--- config.mk ---
export PLATFORM = sky130hd
export DESIGN_NAME = autoneg_local_ability
export DESIGN_NICKNAME = d
export VERILOG_FILES = /design/src/verilog/autoneg_adv_pkg.sv /design/src/verilog/adv_word_former.sv /design/src/verilog/autoneg_local_ability.sv
export VERILOG_INCLUDE_DIRS = /design/src /design/src/verilog
export SDC_FILE = /design/constraint.sdc
export NUM_CORES = 1
export LEC_CHECK = 0
export BUFFER_PORTS_ARGS = -buffer_cell sky130_fd_sc_hd__buf_2
export CORE_MARGIN = 2
export CORE_UTILIZATION = 43
export DETAILED_ROUTE_END_ITERATION = 12
export PLACE_DENSITY_LB_ADDON = 0.12
export SYNTH_ARGS = -nofsm -noshare
export SYNTH_HDL_FRONTEND = slang
export SYNTH_HIERARCHICAL = 1
export SYNTH_SLANG_ARGS = --single-unit
--- constraint.sdc ---
create_clock -name ref_clk_i -period 1.22 [get_ports ref_clk_i]
set_input_delay 0.122 -clock ref_clk_i [delete_from_list [all_inputs] [get_ports ref_clk_i]]
set_output_delay 0.122 -clock ref_clk_i [all_outputs]
set_load 0.05 [all_outputs]
--- src/verilog/autoneg_adv_defines.svh ---
// Offsets, field positions, reset values and fixed codes of the advertisement register.
// Assumes inclusion by bare name from the design files.
`ifndef AUTONEG_ADV_DEFINES_SVH
`define AUTONEG_ADV_DEFINES_SVH
// Register index of the local ability word; byte address is four times it.
`define LOCAL_ABILITY_IDX      8'h04
// Byte address of the local ability word on the bus.
`define LOCAL_ABILITY_ADDR     12'h010
// Byte address of the control register (converter and gigabit overrides).
`define ADV_CTRL_ADDR          12'h014
// Byte address of the read-only advertised word seen by the engine.
`define ADV_WORD_ADDR          12'h018
// Reset value of the local ability word.
`define LOCAL_ABILITY_RESET    16'h01e1
// Reset value of the control register.
`define ADV_CTRL_RESET         2'h0
// Field positions.
`define MORE_PAGES_POS         15
`define RESERVED_POS           14
`define FAULT_REPORT_POS       13
`define TECH_MSB               12
`define TECH_LSB               5
`define SELECTOR_MSB           4
`define SELECTOR_LSB           0
// Technology bit patterns.
`define TEN_MBIT_HALF          8'h01
`define TEN_MBIT_FULL          8'h02
// Forced technology value while in converter mode.
`define CONVERTER_TECH         8'h60
// The one defined selector value.
`define ETHERNET_SELECTOR_CODE 5'h01
// Control register bit positions.
`define CTRL_CONVERTER_POS     0
`define CTRL_GIGABIT_POS       1
`endif

--- src/verilog/autoneg_adv_pkg.sv ---
// Types shared by the advertisement register files.
// Assumes the defines header is compiled alongside.
package autoneg_adv_pkg;
  // Fields of the sixteen-bit local ability word.
  typedef struct packed {
    logic       more_pages_flag;
    logic       reserved_bit;
    logic       fault_report_bit;
    logic [7:0] technology_bits;
    logic [4:0] message_selector;
  } local_ability_word_type;

  // Overrides that steer what goes out on the link.
  typedef struct packed {
    logic gigabit_adv;
    logic converter_mode;
  } adv_ctrl_type;

  // Bus slave states.
  typedef enum logic [0:0] {
    BUS_IDLE,
    BUS_DATA
  } bus_state_type;
endpackage

--- src/verilog/adv_word_former.sv ---
// Forms the advertised base-page word from the stored register and overrides.
// Assumes all inputs come from logic on the same clock.
`timescale 1ns/10ps
`include "autoneg_adv_defines.svh"

module adv_word_former (
  input  wire logic                                   ref_clk_i,       // Core clock.
  input  wire logic                                   resetn_i,        // Synchronous reset.
  input  wire autoneg_adv_pkg::local_ability_word_type stored_i,       // Software value.
  input  wire autoneg_adv_pkg::adv_ctrl_type           ctrl_i,         // Overrides.
  output logic [15:0]                                  adv_word_o      // Registered word.
);

  // Next advertised word.
  autoneg_adv_pkg::local_ability_word_type nxt_word;
  // Registered advertised word.
  logic [15:0] adv_word_ff;

  // Builds the word, applying each override in turn.
  always_comb begin
    nxt_word = stored_i;
    nxt_word.reserved_bit = 1'b0;
    // Gigabit advertisement needs next pages.
    if (ctrl_i.gigabit_adv) begin
      nxt_word.more_pages_flag = 1'b1;
    end
    // Converter mode pins the technology bits.
    if (ctrl_i.converter_mode) begin
      nxt_word.technology_bits = `CONVERTER_TECH;
    end
    // A reserved selector is never sent; the defined code goes instead.
    if (stored_i.message_selector != `ETHERNET_SELECTOR_CODE) begin
      nxt_word.message_selector = `ETHERNET_SELECTOR_CODE;
    end
  end

  // Registers the word so the output comes from a flip-flop.
  always_ff @(posedge ref_clk_i) begin
    if (!resetn_i) begin
      adv_word_ff <= `LOCAL_ABILITY_RESET;
    end else begin
      adv_word_ff <= nxt_word;
    end
  end

  assign adv_word_o = adv_word_ff;

  // A gigabit advertisement shows more pages one cycle later.
  a_gig_more_pages: assert property (@(posedge ref_clk_i) disable iff (!resetn_i)
    ctrl_i.gigabit_adv |=> adv_word_ff[`MORE_PAGES_POS])
    else $error("More-pages flag not forced for gigabit.");

  // Converter mode shows the fixed technology value.
  a_conv_tech: assert property (@(posedge ref_clk_i) disable iff (!resetn_i)
    ctrl_i.converter_mode |=> adv_word_ff[`TECH_MSB:`TECH_LSB] == `CONVERTER_TECH)
    else $error("Technology bits not forced in converter mode.");

  // The selector sent is always the defined code.
  a_sel_legal: assert property (@(posedge ref_clk_i) disable iff (!resetn_i)
    ##1 adv_word_ff[`SELECTOR_MSB:`SELECTOR_LSB] == `ETHERNET_SELECTOR_CODE)
    else $error("Reserved selector transmitted.");

  // Fault bit passes through unchanged.
  a_fault_pass: assert property (@(posedge ref_clk_i) disable iff (!resetn_i)
    1'b1 |=> adv_word_ff[`FAULT_REPORT_POS] == $past(stored_i.fault_report_bit))
    else $error("Fault report bit not carried.");

endmodule // adv_word_former

--- src/verilog/autoneg_local_ability.sv ---
// What this block does
// - Read-write more-pages flag at bit fifteen.
// - Gigabit advertisement forces more-pages flag.
// - Bit fourteen reserved, reads zero.
// - Read-write fault report bit thirteen.
// - Eight-bit read-write technology field.
// - Lowest bits advertise ten megabit half/full.
// - Converter mode forces technology to 0x60.
// - Five-bit selector; 00001 is Ethernet.
// - Reserved selector values never transmitted.
//
// AHB-Lite slave holding the local ability word and an override register.
// Assumes one AHB-Lite master on ref_clk_i and single whole-word transfers.
//
// The implementer's own choice: the AHB-Lite interface to the registers.
`timescale 1ns/10ps
`include "autoneg_adv_defines.svh"

module autoneg_local_ability (
  input  wire logic        ref_clk_i,   // Core clock, 10 MHz.
  input  wire logic        resetn_i,    // Synchronous active-low reset.
  input  wire logic        hsel_i,      // Slave select.
  input  wire logic [11:0] haddr_i,     // Byte address.
  input  wire logic [1:0]  htrans_i,    // Transfer type.
  input  wire logic        hwrite_i,    // Write when high.
  input  wire logic [2:0]  hsize_i,     // Transfer size.
  input  wire logic        hready_i,    // Bus ready.
  input  wire logic [31:0] hwdata_i,    // Write data.
  output logic [31:0]      hrdata_o,    // Read data.
  output logic             hreadyout_o, // Slave ready.
  output logic             hresp_o,     // Response, always OKAY.
  output logic [15:0]      adv_word_o   // Advertised base-page word.
);

  // Stored local ability word and its next value.
  autoneg_adv_pkg::local_ability_word_type ability_ff;
  autoneg_adv_pkg::local_ability_word_type nxt_ability;
  // Override register and its next value.
  autoneg_adv_pkg::adv_ctrl_type ctrl_ff;
  autoneg_adv_pkg::adv_ctrl_type nxt_ctrl;
  // Bus state, latched address phase and read data.
  autoneg_adv_pkg::bus_state_type state_ff;
  autoneg_adv_pkg::bus_state_type nxt_state;
  logic [11:0] addr_ff;
  logic [11:0] nxt_addr;
  logic        write_ff;
  logic        nxt_write;
  logic [31:0] rdata_ff;
  logic [31:0] nxt_rdata;
  // Word shown to the engine, from the former.
  logic [15:0] adv_word;

  // Returns the read value at a byte address; unmapped reads zero.
  function automatic logic [31:0] read_mux(input logic [11:0] addr,
                                           input logic [15:0] abil,
                                           input logic [1:0]  ctrl,
                                           input logic [15:0] adv);
    logic [31:0] val;
    val = 32'h0000_0000;
    unique case (addr)
      `LOCAL_ABILITY_ADDR: val = {16'h0000, abil & ~(16'h0001 << `RESERVED_POS)};
      `ADV_CTRL_ADDR:      val = {30'h0000_0000, ctrl};
      `ADV_WORD_ADDR:      val = {16'h0000, adv};
      default:             val = 32'h0000_0000;
    endcase
    return val;
  endfunction

  // Address phase is taken when selected, ready and non-sequential or sequential.
  logic take;
  assign take = hsel_i & hready_i & htrans_i[1];

  // Computes next bus and register values.
  always_comb begin
    nxt_state   = autoneg_adv_pkg::BUS_IDLE;
    nxt_addr    = addr_ff;
    nxt_write   = write_ff;
    nxt_ability = ability_ff;
    nxt_ctrl    = ctrl_ff;
    nxt_rdata   = rdata_ff;
    // A pending data phase completes now; writes land here.
    if (state_ff == autoneg_adv_pkg::BUS_DATA && write_ff) begin
      if (addr_ff == `LOCAL_ABILITY_ADDR) begin
        nxt_ability.more_pages_flag  = hwdata_i[`MORE_PAGES_POS];
        nxt_ability.reserved_bit     = 1'b0;
        nxt_ability.fault_report_bit = hwdata_i[`FAULT_REPORT_POS];
        nxt_ability.technology_bits  = hwdata_i[`TECH_MSB:`TECH_LSB];
        nxt_ability.message_selector = hwdata_i[`SELECTOR_MSB:`SELECTOR_LSB];
      end else if (addr_ff == `ADV_CTRL_ADDR) begin
        nxt_ctrl.converter_mode = hwdata_i[`CTRL_CONVERTER_POS];
        nxt_ctrl.gigabit_adv    = hwdata_i[`CTRL_GIGABIT_POS];
      end
    end
    // A new address phase is latched; reads are prepared for the data phase.
    if (take) begin
      nxt_state = autoneg_adv_pkg::BUS_DATA;
      nxt_addr  = haddr_i;
      nxt_write = hwrite_i;
      nxt_rdata = read_mux(haddr_i, ability_ff, ctrl_ff, adv_word);
    end
  end

  // Registers bus and register state.
  always_ff @(posedge ref_clk_i) begin
    if (!resetn_i) begin
      state_ff   <= autoneg_adv_pkg::BUS_IDLE;
      addr_ff    <= 12'h000;
      write_ff   <= 1'b0;
      rdata_ff   <= 32'h0000_0000;
      ability_ff <= `LOCAL_ABILITY_RESET;
      ctrl_ff    <= `ADV_CTRL_RESET;
    end else begin
      state_ff   <= nxt_state;
      addr_ff    <= nxt_addr;
      write_ff   <= nxt_write;
      rdata_ff   <= nxt_rdata;
      ability_ff <= nxt_ability;
      ctrl_ff    <= nxt_ctrl;
    end
  end

  // Forms the word sent in the next negotiation.
  adv_word_former u_former (
    .ref_clk_i  (ref_clk_i),
    .resetn_i   (resetn_i),
    .stored_i   (ability_ff),
    .ctrl_i     (ctrl_ff),
    .adv_word_o (adv_word)
  );

  // Bus answer flops. The slave never stretches a transfer and always answers OKAY.
  // They are flops anyway so that every top-level output leaves from a register.
  logic hreadyout_ff;  // Registered slave ready.
  logic nxt_hreadyout; // Next slave ready.
  logic hresp_ff;      // Registered response.
  logic nxt_hresp;     // Next response.

  // Next values of the answer flops; constant while out of reset.
  always_comb begin
    nxt_hreadyout = 1'b1;
    nxt_hresp     = 1'b0;
  end

  // Registers the answer flops; ready stays high through reset so the bus never hangs.
  always_ff @(posedge ref_clk_i) begin
    if (!resetn_i) begin
      hreadyout_ff <= 1'b1;
      hresp_ff     <= 1'b0;
    end else begin
      hreadyout_ff <= nxt_hreadyout;
      hresp_ff     <= nxt_hresp;
    end
  end

  // Outputs from flip-flops; slave never inserts wait states.
  assign hrdata_o    = rdata_ff;
  assign hreadyout_o = hreadyout_ff;
  assign hresp_o     = hresp_ff;
  assign adv_word_o  = adv_word;

  // Stored reserved bit never reads back as one.
  a_res_zero: assert property (@(posedge ref_clk_i) disable iff (!resetn_i)
    !ability_ff.reserved_bit)
    else $error("Reserved bit stored as one.");

  // A write to the ability word stores the more-pages flag.
  a_np_write: assert property (@(posedge ref_clk_i) disable iff (!resetn_i)
    (state_ff == autoneg_adv_pkg::BUS_DATA && write_ff && addr_ff == `LOCAL_ABILITY_ADDR)
    |=> ability_ff.more_pages_flag == $past(hwdata_i[15]))
    else $error("More-pages flag not written.");

  // Technology bits follow the write data.
  a_tech_write: assert property (@(posedge ref_clk_i) disable iff (!resetn_i)
    (state_ff == autoneg_adv_pkg::BUS_DATA && write_ff && addr_ff == `LOCAL_ABILITY_ADDR)
    |=> ability_ff.technology_bits == $past(hwdata_i[12:5]))
    else $error("Technology bits not written.");

  // Selector follows the write data.
  a_sel_write: assert property (@(posedge ref_clk_i) disable iff (!resetn_i)
    (state_ff == autoneg_adv_pkg::BUS_DATA && write_ff && addr_ff == `LOCAL_ABILITY_ADDR)
    |=> ability_ff.message_selector == $past(hwdata_i[4:0]))
    else $error("Selector not written.");

  // Without overrides and with the defined selector stored, the engine sees the stored word one cycle on.
  a_word_pass: assert property (@(posedge ref_clk_i) disable iff (!resetn_i)
    (ctrl_ff == 2'b00 && ability_ff.message_selector == 5'h01)
    |=> adv_word_o == $past(ability_ff))
    else $error("Advertised word differs from stored word.");

  // The slave is always ready once out of reset.
  a_ready_high: assert property (@(posedge ref_clk_i) disable iff (!resetn_i)
    hreadyout_o)
    else $error("Slave ready dropped.");

  // The response is always OKAY.
  a_resp_okay: assert property (@(posedge ref_clk_i) disable iff (!resetn_i)
    !hresp_o)
    else $error("Response not OKAY.");

  // A write to the ability word stores the fault report bit.
  a_fault_write: assert property (@(posedge ref_clk_i) disable iff (!resetn_i)
    (state_ff == autoneg_adv_pkg::BUS_DATA && write_ff && addr_ff == `LOCAL_ABILITY_ADDR)
    |=> ability_ff.fault_report_bit == $past(hwdata_i[13]))
    else $error("Fault report bit not written.");

  // A write to the control register stores the converter override.
  a_conv_write: assert property (@(posedge ref_clk_i) disable iff (!resetn_i)
    (state_ff == autoneg_adv_pkg::BUS_DATA && write_ff && addr_ff == `ADV_CTRL_ADDR)
    |=> ctrl_ff.converter_mode == $past(hwdata_i[0]))
    else $error("Converter override not written.");

  // A write to the control register stores the gigabit override.
  a_gig_write: assert property (@(posedge ref_clk_i) disable iff (!resetn_i)
    (state_ff == autoneg_adv_pkg::BUS_DATA && write_ff && addr_ff == `ADV_CTRL_ADDR)
    |=> ctrl_ff.gigabit_adv == $past(hwdata_i[1]))
    else $error("Gigabit override not written.");

  // The ability word is untouched unless its own data phase writes it.
  a_ability_hold: assert property (@(posedge ref_clk_i) disable iff (!resetn_i)
    !(state_ff == autoneg_adv_pkg::BUS_DATA && write_ff && addr_ff == `LOCAL_ABILITY_ADDR)
    |=> $stable(ability_ff))
    else $error("Ability word changed without a write.");

  // The control register is untouched unless its own data phase writes it.
  a_ctrl_hold: assert property (@(posedge ref_clk_i) disable iff (!resetn_i)
    !(state_ff == autoneg_adv_pkg::BUS_DATA && write_ff && addr_ff == `ADV_CTRL_ADDR)
    |=> $stable(ctrl_ff))
    else $error("Control register changed without a write.");

  // A taken read of the ability word returns the stored value.
  a_read_ability: assert property (@(posedge ref_clk_i) disable iff (!resetn_i)
    (take && !hwrite_i && haddr_i == `LOCAL_ABILITY_ADDR)
    |=> hrdata_o == {16'h0000, $past(ability_ff)})
    else $error("Ability word read back wrong.");

  // A taken read of the control register returns the overrides.
  a_read_ctrl: assert property (@(posedge ref_clk_i) disable iff (!resetn_i)
    (take && !hwrite_i && haddr_i == `ADV_CTRL_ADDR)
    |=> hrdata_o == {30'h0000_0000, $past(ctrl_ff)})
    else $error("Control register read back wrong.");

  // A taken read of the advertised word returns what the engine sees.
  a_read_word: assert property (@(posedge ref_clk_i) disable iff (!resetn_i)
    (take && !hwrite_i && haddr_i == `ADV_WORD_ADDR)
    |=> hrdata_o == {16'h0000, $past(adv_word)})
    else $error("Advertised word read back wrong.");

  // A taken read of an unmapped address returns zero.
  a_read_unmapped: assert property (@(posedge ref_clk_i) disable iff (!resetn_i)
    (take && !hwrite_i && haddr_i != `LOCAL_ABILITY_ADDR && haddr_i != `ADV_CTRL_ADDR
     && haddr_i != `ADV_WORD_ADDR)
    |=> hrdata_o == 32'h0000_0000)
    else $error("Unmapped read not zero.");

  // The upper half of the read data is always zero.
  a_read_upper: assert property (@(posedge ref_clk_i) disable iff (!resetn_i)
    hrdata_o[31:16] == 16'h0000)
    else $error("Upper read data not zero.");

  // Read data stands until the next address phase is taken.
  a_rdata_stand: assert property (@(posedge ref_clk_i) disable iff (!resetn_i)
    !take |=> $stable(hrdata_o))
    else $error("Read data changed without a new transfer.");

  // A taken address phase is followed by its data phase.
  a_data_follows: assert property (@(posedge ref_clk_i) disable iff (!resetn_i)
    take |=> state_ff == autoneg_adv_pkg::BUS_DATA)
    else $error("Data phase missing after address phase.");

  // Without a taken address phase the slave returns to idle.
  a_idle_return: assert property (@(posedge ref_clk_i) disable iff (!resetn_i)
    !take |=> state_ff == autoneg_adv_pkg::BUS_IDLE)
    else $error("Slave left idle without a transfer.");

  // The gigabit override shows as more pages on the output word.
  a_gig_word: assert property (@(posedge ref_clk_i) disable iff (!resetn_i)
    ctrl_ff.gigabit_adv |=> adv_word_o[`MORE_PAGES_POS])
    else $error("Output word lacks forced more-pages flag.");

  // The converter override shows as the fixed technology value on the output word.
  a_conv_word: assert property (@(posedge ref_clk_i) disable iff (!resetn_i)
    ctrl_ff.converter_mode |=> adv_word_o[`TECH_MSB:`TECH_LSB] == `CONVERTER_TECH)
    else $error("Output word lacks forced technology value.");

  // The reserved bit never goes out as one.
  a_word_reserved: assert property (@(posedge ref_clk_i) disable iff (!resetn_i)
    !adv_word_o[`RESERVED_POS])
    else $error("Reserved bit sent as one.");

  // Only the defined selector ever goes out.
  a_word_selector: assert property (@(posedge ref_clk_i) disable iff (!resetn_i)
    adv_word_o[`SELECTOR_MSB:`SELECTOR_LSB] == `ETHERNET_SELECTOR_CODE)
    else $error("Reserved selector on output word.");

  // Without converter mode the stored technology bits go out unchanged.
  a_tech_pass: assert property (@(posedge ref_clk_i) disable iff (!resetn_i)
    !ctrl_ff.converter_mode
    |=> adv_word_o[`TECH_MSB:`TECH_LSB] == $past(ability_ff.technology_bits))
    else $error("Technology bits not carried.");

  // Without the gigabit override the stored more-pages flag goes out unchanged.
  a_np_pass: assert property (@(posedge ref_clk_i) disable iff (!resetn_i)
    !ctrl_ff.gigabit_adv
    |=> adv_word_o[`MORE_PAGES_POS] == $past(ability_ff.more_pages_flag))
    else $error("More-pages flag not carried.");

  // The fault report bit goes out unchanged under every override.
  a_fault_word: assert property (@(posedge ref_clk_i) disable iff (!resetn_i)
    1'b1 |=> adv_word_o[`FAULT_REPORT_POS] == $past(ability_ff.fault_report_bit))
    else $error("Fault report bit not sent.");

endmodule // autoneg_local_ability

==> results.md <==
- WL final: 5400 um
- Fin. Hold Viols: 0
- DP HPWL: 3560 um
- Post-DRT Antenna Nets: 0
- Initial antenna violation count: 0
- Synth Register Bits: 62
- Die H: between 80 and 90 um
- Dpl cell area: approximately 0.0030 sq mm
- Via total after detailed routing: 1998
- Die X: just over 80 um
- RSZ-0062 raised after global routing: yes
- Fin Clk Skew: 0.00718 ns
- Pwr Total: 4090 uW
- Setup ws final: -0.175 ns
- Fmax: 717 MHz
- Drt first pass iters: 5
- Internal power: 3080 uW
- Number of synthesized flops with an enable pin: 0
- GRT overflow: 0
- Vias per cell: 4.68
- Die area: approximately 0.0067 sq mm
- Placer's final routability congestion estimate: 0.765
- Fin area: 0.00324 sq mm
- Worst Path Class, Setup: flip-flop to flip-flop
- Netlist cell types: 31
- Slowest stage cell, crit path: dfxtp_2
- Largest net degree at the start of global routing: 72
- Vias in the first global route: 1794
- Slew Limit Fails: 0
- Cts bufs inserted: 9
- Placed Instances: just over 400
- Comb power frac: 0.101
- Hold-fix buffers at CTS: 0
- Nets: 401
- Mapped Cells: 271
- Crit path cell chain: nor4b_4 > and4_4 > buf_12 > mux2i_2
- Final Non-Filler Cells: 427
- DRC violations left: 0
- Register cell area after layout: 0.00125 sq mm
- Yosys top cell by area: dfxtp_1
- CP max FO: 8
- Clk Latency, worst-skew pair: 0.33 ns
- Ranking of synthesized cells by area: dfxtp_1, mux2i_1, nand2_1
- H-tree depth: 3
- P_leak: 0.00146 uW
- Max stage delay on crit path: 0.34 ns
- Status: finished, violations left
- Worst hold margin: approximately 0.037 ns
- Sink Count: 62
- FFs w/ async S/R, synth: 0
- Reg power frac: 0.505
- VDD IR-drop max: 0.000797 V
- Fillers: 575
- Crit end category: flip-flop
- Area Overhead vs Synth: 25.0%
- N_diodes: 0
- Initial core utilization: 0.440
- Most numerous cell in the Yosys netlist: dfxtp_1
- Failing checks: negative setup slack
- # setup viols final: 15
- Syn Std Cell Area: around 0.0026 sq mm
- Critical path arrival: 1.65 ns
- FP Rows: 28
- Primary FF master, synth: dfxtp_1
- IO buf count: 63
- Multi-input gate area: approximately 0.0012 sq mm
- Power Dens Cells: 1260 mW/mm^2
- Ratio of cells with drive above 1 in the final layout: 0.315
- Ys Warns: 6
- Req. time, crit path: 1.48 ns
- Core Box Area: 0.00589 sq mm
- Max-Cap Viols: 0
- Buf+Inv Stages, Crit Path: 1
- Final period util: 1.14
- Syn Area/Cell: 9.56 sq um
- Sequential cell area fraction in the yosys report: 0.479
- Overall routing resource usage: 0.174
- Global-route wire length before repair: 8630 um
- Root Driver: clkbuf_8
- Setup TNS: -2.13 ns
- Sw Ratio: 0.246
- Wire per inst: 12.6 um
- Worst hold path type: primary input to flip-flop
- Startpoint Class: flip-flop
- Most frequent cells after synthesis: dfxtp_1, nand2_1, mux2i_1
- Clock buffer depth: 2
- Fin crit period: 1.40 ns
- P_sw: approximately 1000 uW
- Drt initial violations: 52
- Num ports: roughly 100
- Clock network fraction of total power: 0.394
- Top cell type's share of synthesized area: 0.479
- Largest delay contributor family on the critical path: simple AND/OR/NAND/NOR gates
- CTS tree: done
- Clock slew at reported path FFs: 0.06 ns
## what timing repair did
item | 4_1_cts | 5_1_grt
setup buffers | 2 | 1
gates resized for setup | 8 | 3
pin swaps | 4 | 4
gates cloned | 1 | 0
endpoints found under the setup margin | 16 | 17
hold endpoints to repair | 0 | 0
## cells in the final DEF (no fill, tap or decap), types with 4 or more instances in the layout
cell type | synthesis | final
o21ai_0 | 6 | 6
nor2b_1 | 10 | 10
dfxtp_1 | 62 | 58
nand3_1 | 14 | 14
inv_1 | 4 | 4
clkbuf_1 | 9 | 4
conb_1 | 4 | 24
dfxtp_2 | 0 | 4
a21boi_0 | 13 | 13
buf_4 | 21 | 14
buf_2 | 4 | 63
mux2i_1 | 32 | 31
nand2_1 | 52 | 52
o21ai_2 | 9 | 9
clkbuf_8 | 0 | 12
## worst paths after layout
path / startpoint / end / slack [ns] / cells after the start
hold / removal: hwdata_i[4] / ability_ff[4] / 0.04 / 3
setup / recovery: addr_ff[5] / ability_ff[12] / -0.18 / 4
setup reg to reg: addr_ff[5] / ability_ff[12] / -0.18 / 4
hold reg to reg: ability_ff[3] / ability_ff[3] / 0.46 / 2
## worst reg2reg max path, delay by kind of cell (launching register included)
kind	cells	cell delay [ns]
multiplexers	1	0.20
buffers and inverters	1	0.15
AND/OR/NAND/NOR	2	0.63
flip-flops	1	0.34
## metal layers
layer / GRT usage / share of wire / vias to the layer above
met4: 0.0550 / 0.0083 / 0
met1: 0.216 / 0.47 / 908
li1: - / - / 1028
met5: 0 / 0 / -
met2: 0.285 / 0.46 / 56
met3: 0.0604 / 0.060 / 6
## state kept, by name, indices dropped and copies added, names as in the netlist
signal / flops
write_ff: 1
hrdata_o: 16
u_former/adv_word_o: 15
ctrl_ff: 2
addr_ff: 12
state_ff: 1
ability_ff: 15
## logic make-up (layout without fill, tap and decap cells)
family / count (synthesis) / after routing / synth area share
multiplexers: 32 / 32 / 0.124
other: 4 / 24 / 0.00579
AO/OA/AOI/OAI: 38 / 38 / 0.109
buffers and inverters: 40 / 101 / 0.0995
flip-flops: 62 / 62 / 0.479
AND/OR/NAND/NOR: 95 / 95 / 0.183
## stage by stage
| stage | worst slack, ns | util |
|---|---|---|
| floorplan | -0.0680 | - |
| global placement | -0.102 | 0.508 |
| detailed placement | -0.149 | 0.508 |
| CTS | -0.150 | 0.549 |
| global route | -0.229 | 0.550 |
| finish | -0.175 | 0.550 |
## layout make-up
class                   instances  area share
clock buffers                  16      0.0556
inverters                       4     0.00463
multi-input cells             189       0.369
flip-flops and latches         62       0.385
well taps                      75      0.0290
repair buffers                 81       0.157
## power by group through the flow
stage	sequential, uW	clock, uW	combinational [uW]
2_1_floorplan	2140	0	296
3_3_place_gp	2110	0	407
3_5_place_dp	2110	0	408
4_1_cts	2060	1660	414
5_1_grt	2070	1770	446
6_report	2070	1610	415
No activity file was read; power rests on OpenSTA's default activity.
